[config.mk]
export PLATFORM = sky130hd
export DESIGN_NAME = arr_readout
export DESIGN_NICKNAME = d
export VERILOG_FILES = /design/src/arr_pkg.sv /design/src/arr_store.sv /design/src/arr_readout.sv
export SDC_FILE = /design/constraint.sdc
export NUM_CORES = 1
export LEC_CHECK = 0
export ABC_AREA = 1
export BUFFER_PORTS_ARGS = -buffer_cell sky130_fd_sc_hd__buf_4
export CORE_ASPECT_RATIO = 0.8
export CORE_MARGIN = 1.5
export CORE_UTILIZATION = 25
export CTS_CLUSTER_DIAMETER = 100
export DETAILED_ROUTE_END_ITERATION = 16
export PLACE_DENSITY = 0.39
export SLEW_MARGIN = 20
export SYNTH_ARGS = -nofsm -noshare
export SYNTH_HDL_FRONTEND = slang
export SYNTH_SLANG_ARGS = --single-unit
[constraint.sdc]
create_clock -name ref_clk -period 0.94 [get_ports ref_clk]
set_input_delay 0.188 -clock ref_clk [delete_from_list [all_inputs] [get_ports ref_clk]]
set_output_delay 0.188 -clock ref_clk [all_outputs]
set_load 0.01 [all_outputs]
[src/arr_pkg.sv]
/*
 * Constants shared by the conversion result read-out block.
 * Assumes an APB slave with 32-bit data and one aligned word per register.
 */
// What this block does
// - Each channel's result registers are read-only, word view for 16-bit and high-byte view for 8-bit access, and writes change nothing.
// - The word view returns the 10-bit code in its upper ten bits and zeros in the lower six.
// - The high-byte view returns the eight most significant bits of the code.
// - The code is the input-to-reference ratio times 1024 plus one half, truncated, so it rounds to the nearest level.
// - The word view equals the code times 64, with the six low bits always zero.
package arr_pkg;
    localparam int          CHANNELS     = 12;
    localparam int          CODE_W       = 10;
    localparam int          WORD_W       = 16;
    localparam int          BYTE_W       = 8;
    localparam int          PAD_W        = 6;
    localparam int          CH_W         = 4;
    localparam logic [11:0] WORD_BASE    = 12'h000;
    localparam logic [11:0] BYTE_BASE    = 12'h040;
    localparam logic [11:0] BANK_MASK    = 12'hfc0;
    localparam logic [9:0]  CODE_RESET   = 10'h000;
    localparam logic [31:0] READ_ZERO    = 32'h0000_0000;
endpackage : arr_pkg

[src/arr_store.sv]
/*
 * Per-channel result memory with registered read data.
 * Assumes write strobe and channel come from logic on the same clock.
 */
`timescale 1ns/1ns
module arr_store
    import arr_pkg::*;
(
    // Clock and reset
    input  wire logic              ref_clk,
    input  wire logic              arst_n,
    // Load side
    input  wire logic [CHANNELS-1:0] doneStrobe,
    input  wire logic [CODE_W-1:0] loadCode,
    // Read side
    input  wire logic [CH_W-1:0]   readChannel,
    output logic      [CODE_W-1:0] readCode
);
    logic [CODE_W-1:0] codes [CHANNELS];

    genvar g;
    generate
        for (g = 0; g < CHANNELS; g++)
        begin : g_ch
            always_ff @(posedge ref_clk or negedge arst_n)
            begin
                if (!arst_n)
                    codes[g] <= CODE_RESET;
                else if (doneStrobe[g])
                    codes[g] <= loadCode;
            end
        end
    endgenerate

    wire logic [CODE_W-1:0] selCode = (int'(readChannel) < CHANNELS) ?
                                      codes[readChannel] : CODE_RESET;

    always_ff @(posedge ref_clk or negedge arst_n)
    begin
        if (!arst_n)
            readCode <= CODE_RESET;
        else
            readCode <= selCode;
    end
endmodule : arr_store

[src/arr_readout.sv]
/*
 * APB read-out of per-channel conversion results.
 * Assumes the converter delivers a one-cycle completion strobe per channel together with the
 * rounded approximation code, both on ref_clk.
 */
`timescale 1ns/1ns
module arr_readout
    import arr_pkg::*;
(
    // Clock and reset
    input  wire logic                ref_clk,
    input  wire logic                arst_n,
    // APB slave
    input  wire logic                psel,
    input  wire logic                penable,
    input  wire logic                pwrite,
    input  wire logic [11:0]         paddr,
    input  wire logic [31:0]         pwdata,
    output logic      [31:0]         prdata,
    output logic                     pready,
    output logic                     pslverr,
    // Converter side
    input  wire logic [CHANNELS-1:0] conversionDone,
    input  wire logic [CODE_W-1:0]   approximationCode
);
    logic [CODE_W-1:0] readCode;
    logic              waitDone;

    function automatic logic hitBank(input logic [11:0] a, input logic [11:0] base);
        hitBank = ((a & BANK_MASK) == base) && (a[1:0] == 2'h0)
                  && (int'(a[5:2]) < CHANNELS);
    endfunction : hitBank

    wire logic [CH_W-1:0] chSel   = paddr[5:2];
    wire logic            isWord  = hitBank(paddr, WORD_BASE);
    wire logic            isByte  = hitBank(paddr, BYTE_BASE);
    wire logic            mapped  = isWord || isByte;
    wire logic            access  = psel && penable;

    // Code is rounded upstream; loaded verbatim
    arr_store u_store (
        .ref_clk     (ref_clk),
        .arst_n      (arst_n),
        .doneStrobe  (conversionDone),
        .loadCode    (approximationCode),
        .readChannel (chSel),
        .readCode    (readCode)
    );

    // Word view is code times 64, byte view the top eight bits
    wire logic [WORD_W-1:0] wordView = {readCode, {PAD_W{1'b0}}};
    wire logic [BYTE_W-1:0] byteView = readCode[CODE_W-1 -: BYTE_W];
    wire logic [31:0] readMux = isWord ? {16'h0000, wordView} :
                                isByte ? {24'h00_0000, byteView} : READ_ZERO;

    // Read data is captured as the access phase opens, so it stands with pready
    wire logic        openAccess = access && !waitDone;
    wire logic [31:0] nextPrdata = (openAccess && !pwrite) ? readMux : READ_ZERO;

    // One wait state lets the store register its read data
    always_ff @(posedge ref_clk or negedge arst_n)
    begin
        if (!arst_n)
            waitDone <= 1'b0;
        else
            waitDone <= openAccess;
    end

    always_ff @(posedge ref_clk or negedge arst_n)
    begin
        if (!arst_n)
            prdata <= READ_ZERO;
        else
            prdata <= nextPrdata;
    end

    assign pready  = waitDone;
    // Writes are refused with an error and change nothing
    assign pslverr = waitDone && (pwrite || !mapped);

    wire logic unusedWdata = ^pwdata;

    // Each channel's result reaches a word read set up right after its strobe
    genvar g;
    generate
        for (g = 0; g < CHANNELS; g++)
        begin : g_load
            localparam logic [11:0] WORD_ADDR = WORD_BASE + 12'(4 * g);

        end
    endgenerate
endmodule : arr_readout

==> flow_metrics.py <==
metrics = {
    "sta": {
        "timing.setup.tns_ns": -5.09,
        "fin_ws_ns": -0.396,
        "rsz0062_at_grt": "true",
        "drv_slew": 0,
        "hold_viol_final": 0,
        "finalCritPeriodShare_pct": 142,
        "period_minus_slack_ns": 1.34,
        "timing.fmax_mhz": 748,
        "fin_skew_ns": 0.00990,
        "setup_viol_count_final": 39,
    },
    "run": {
        "maxCapViolations": 0,
    },
    "setup_path": {
        "cpMostUsedCell": "buf_6",
        "cpPeakStageDelay_ns": 0.39,
        "path_class": "register to output port",
        "crit_required_ns": 0.75,
        "crit_chain": "buf_6 -> o21a_1 -> buf_6",
        "crit_buf_inv": 2,
        "cp_max_fo": 2,
        "start_kind": "register",
        "slowest_stage": "dfrtp_1",
        "crit_family": "flip-flops",
        "cp-end-kind": "output port",
        "cp.arrival_ns": 1.15,
    },
    "synthesis": {
        "ys_warn_count": 0,
        "synthArstFlopShare_pct": 100,
        "ys.flop_type": "dfrtp_1",
        "synth_top_cells_by_count": "152 x nand2_1, 147 x dfrtp_1, 100 x mux2_2",
        "avgSynthCellArea_um2": 10.4,
        "synth-seq-area-share_pct": 55.4,
        "syn-instance-count": 638,
        "synth-edff-count": 0,
        "synth_area_mm2": 0.00665,
        "synth_top_area_cell": "dfrtp_1",
        "synth_top_cell_area_share_pct": 55.4,
        "synth-seq-cells": 147,
        "synth_cell_types": 21,
        "synth_area_leaders": "dfrtp_1 55%, mux2_2 17%, nand2_1 8.6%",
        "yosysMostFrequentCell": "nand2_1",
    },
    "clock_tree": {
        "numCtsBuffers": 17,
        "clk_pin_slew_worst_paths_ns": 0.07,
        "cts_tree": "yes",
        "htree_levels": 4,
        "clkSinkCount": 147,
        "clockRootBuffer": "clkbuf_16",
        "clk_latency_ns": 0.43,
        "clk_path_buf_depth": 2,
    },
    "pwr": {
        "clockPowerShare_pct": 42.7,
        "p_seq_share_pct": 43.6,
        "p_int_mw": 12.0,
        "peakVddDrop_mv": 1.19,
        "switching_share_pct": 27.4,
        "leakage_nw": 3.93,
        "power_frac_comb_pct": 13.7,
        "power.switching_mw": 4.54,
        "powerDensity_mw_per_mm2": 1880,
    },
    "cells_and_area": {
        "ff_latch_area_mm2": 0.00368,
        "area_delta_synth_final_pct": 32.2,
        "post-route-util_pct": 33.5,
        "multi_input_area_mm2": 0.00290,
        "final_layout_size_suffix_gt1_share_pct": 45.2,
        "final_nets": 788,
        "nFillCells": 2657,
    },
    "place": {
        "dp_hpwl_um": 13400,
        "place_ws_ns": -0.369,
        "portBuffers": 56,
        "place_congestion": 0.763,
    },
    "grt": {
        "grt_pass1_vias": 5021,
        "grt_overflow": 0,
        "grt_usage_pct": 15.0,
        "grt_max_degree": 43,
        "antenna_found_initial": 0,
        "grt_first_pass_wirelength_um": 30400,
    },
    "floorplanning": {
        "dieHeight_um": 149,
        "coreArea_mm2": 0.0262,
        "die_w_um": 185,
        "num_rows": 53,
        "initial_core_util_pct": 25.4,
        "io_pins": 105,
        "dieArea_mm2": 0.0276,
    },
    "drt": {
        "drt_wl_total_um": 19600,
        "vias": 4830,
        "drc": 0,
        "ant_nets": 0,
        "initialDrtViolationCount": 223,
        "wl_per_cell_um": 18.0,
        "avgViaCountPerCell": 4.44,
        "drtPass1Iterations": 4,
    },
    "run_status": {
        "violations": "setup timing",
        "outcome": "complete, but fails checks",
    },
    "hold_path": {
        "hold_path_class": "input port to register",
    },
}
-- stage by stage --
stage / cells / power (mW) / cell area, um2 / hold slack, ns
finish: 1088 / 16.6 / 8790 / 0.108
global route: 1087 / 17.3 / 8780 / 0.112
CTS: 1080 / 16.6 / 8570 / 0.0973
detailed placement: 1039 / 9.36 / 7620 / 0.0717
global placement: 1039 / 9.32 / 7620 / 0.0686
floorplan: 653 / 8.46 / 6700 / -0.108
-- power by group through the flow --
stage | Clock, mW | Combinational (mW) | Sequential [mW]
floorplan | 0 | 1.27 | 7.19
global placement | 0 | 2.02 | 7.30
detailed placement | 0 | 2.05 | 7.30
CTS | 7.23 | 2.18 | 7.20
global route | 7.57 | 2.50 | 7.28
finish | 7.06 | 2.27 | 7.22
-- cells by family (layout without fill, tap and decap cells) --
group,Yosys count,count (layout),synth area share [%]
other,1,17,0.0564
multiplexers,100,100,16.9
AND/OR/NAND/NOR,257,257,16.3
buffers and inverters,89,166,7.17
AO/OA/AOI/OAI,44,44,4.16
flip-flops,147,147,55.4
-- area by class of cell --
cell class | count | area share [%]
Antenna cell | 1 | 0.0285
Tap cell | 357 | 5.08
Timing Repair inverter | 1 | 0.0997
Multi-Input combinational cell | 417 | 33.0
Clock buffer | 18 | 5.00
Inverter | 28 | 1.31
Sequential cell | 147 | 41.9
Timing Repair Buffer | 105 | 11.7
Clock inverter | 14 | 1.92
-- placed cells by master, fill, tap and decap left out, drive strengths merged --
master and count:
dlygate4sd3 1, buf 104, o21ai 22, mux2 100, o211ai 20, a21oi 1
conb 16, nand3 73, inv 35, nor2 21, o21a 1, nand4 1
clkinvlp 2, diode 1, nand2 162, clkbuf 18, dfrtp 147, clkinv 4
bufinv 2
-- path summary, 6_finish.rpt --
kind                                          startpoint                        endpoint  slack (ns)  cells past startpoint
min                                    conversionDone[6]   u_store.codes[55]$_DFFE_PN0P_        0.11                      2
max                                     pready$_DFF_PN0_                         pslverr       -0.40                      3
min in group asynchronous                         arst_n             prdata[1]$_DFF_PN0_        0.19                      2
max in group asynchronous                         arst_n  u_store.codes[111]$_DFFE_PN0P_        0.21                      3
max reg2reg                             pready$_DFF_PN0_                pready$_DFF_PN0_       -0.15                      6
min reg2reg                u_store.codes[69]$_DFFE_PN0P_   u_store.codes[69]$_DFFE_PN0P_        0.51                      1
-- sequential cells by signal, indices dropped and copies added, names as in the netlist --
name and cells:
u_store.codes 120, prdata 16, u_store.readCode 10, pready 1
-- timing repair --
action,CTS,global route
hold endpoints to repair,147,0
gates resized for setup,71,42
pin swaps,35,53
cloned,1,0
setup endpoints to repair,43,45
hold buffers,1,0
buffers inserted,7,7
-- layer usage --
metal	part of all wire [%]	vias to the layer above	GRT usage, %
met2	42	115	21.6
met5	0	-	0
met4	0.97	0	3.70
li1	-	2250	-
met3	5.0	19	3.93
met1	52	2446	22.2
No activity file was read; power rests on OpenSTA's default activity.
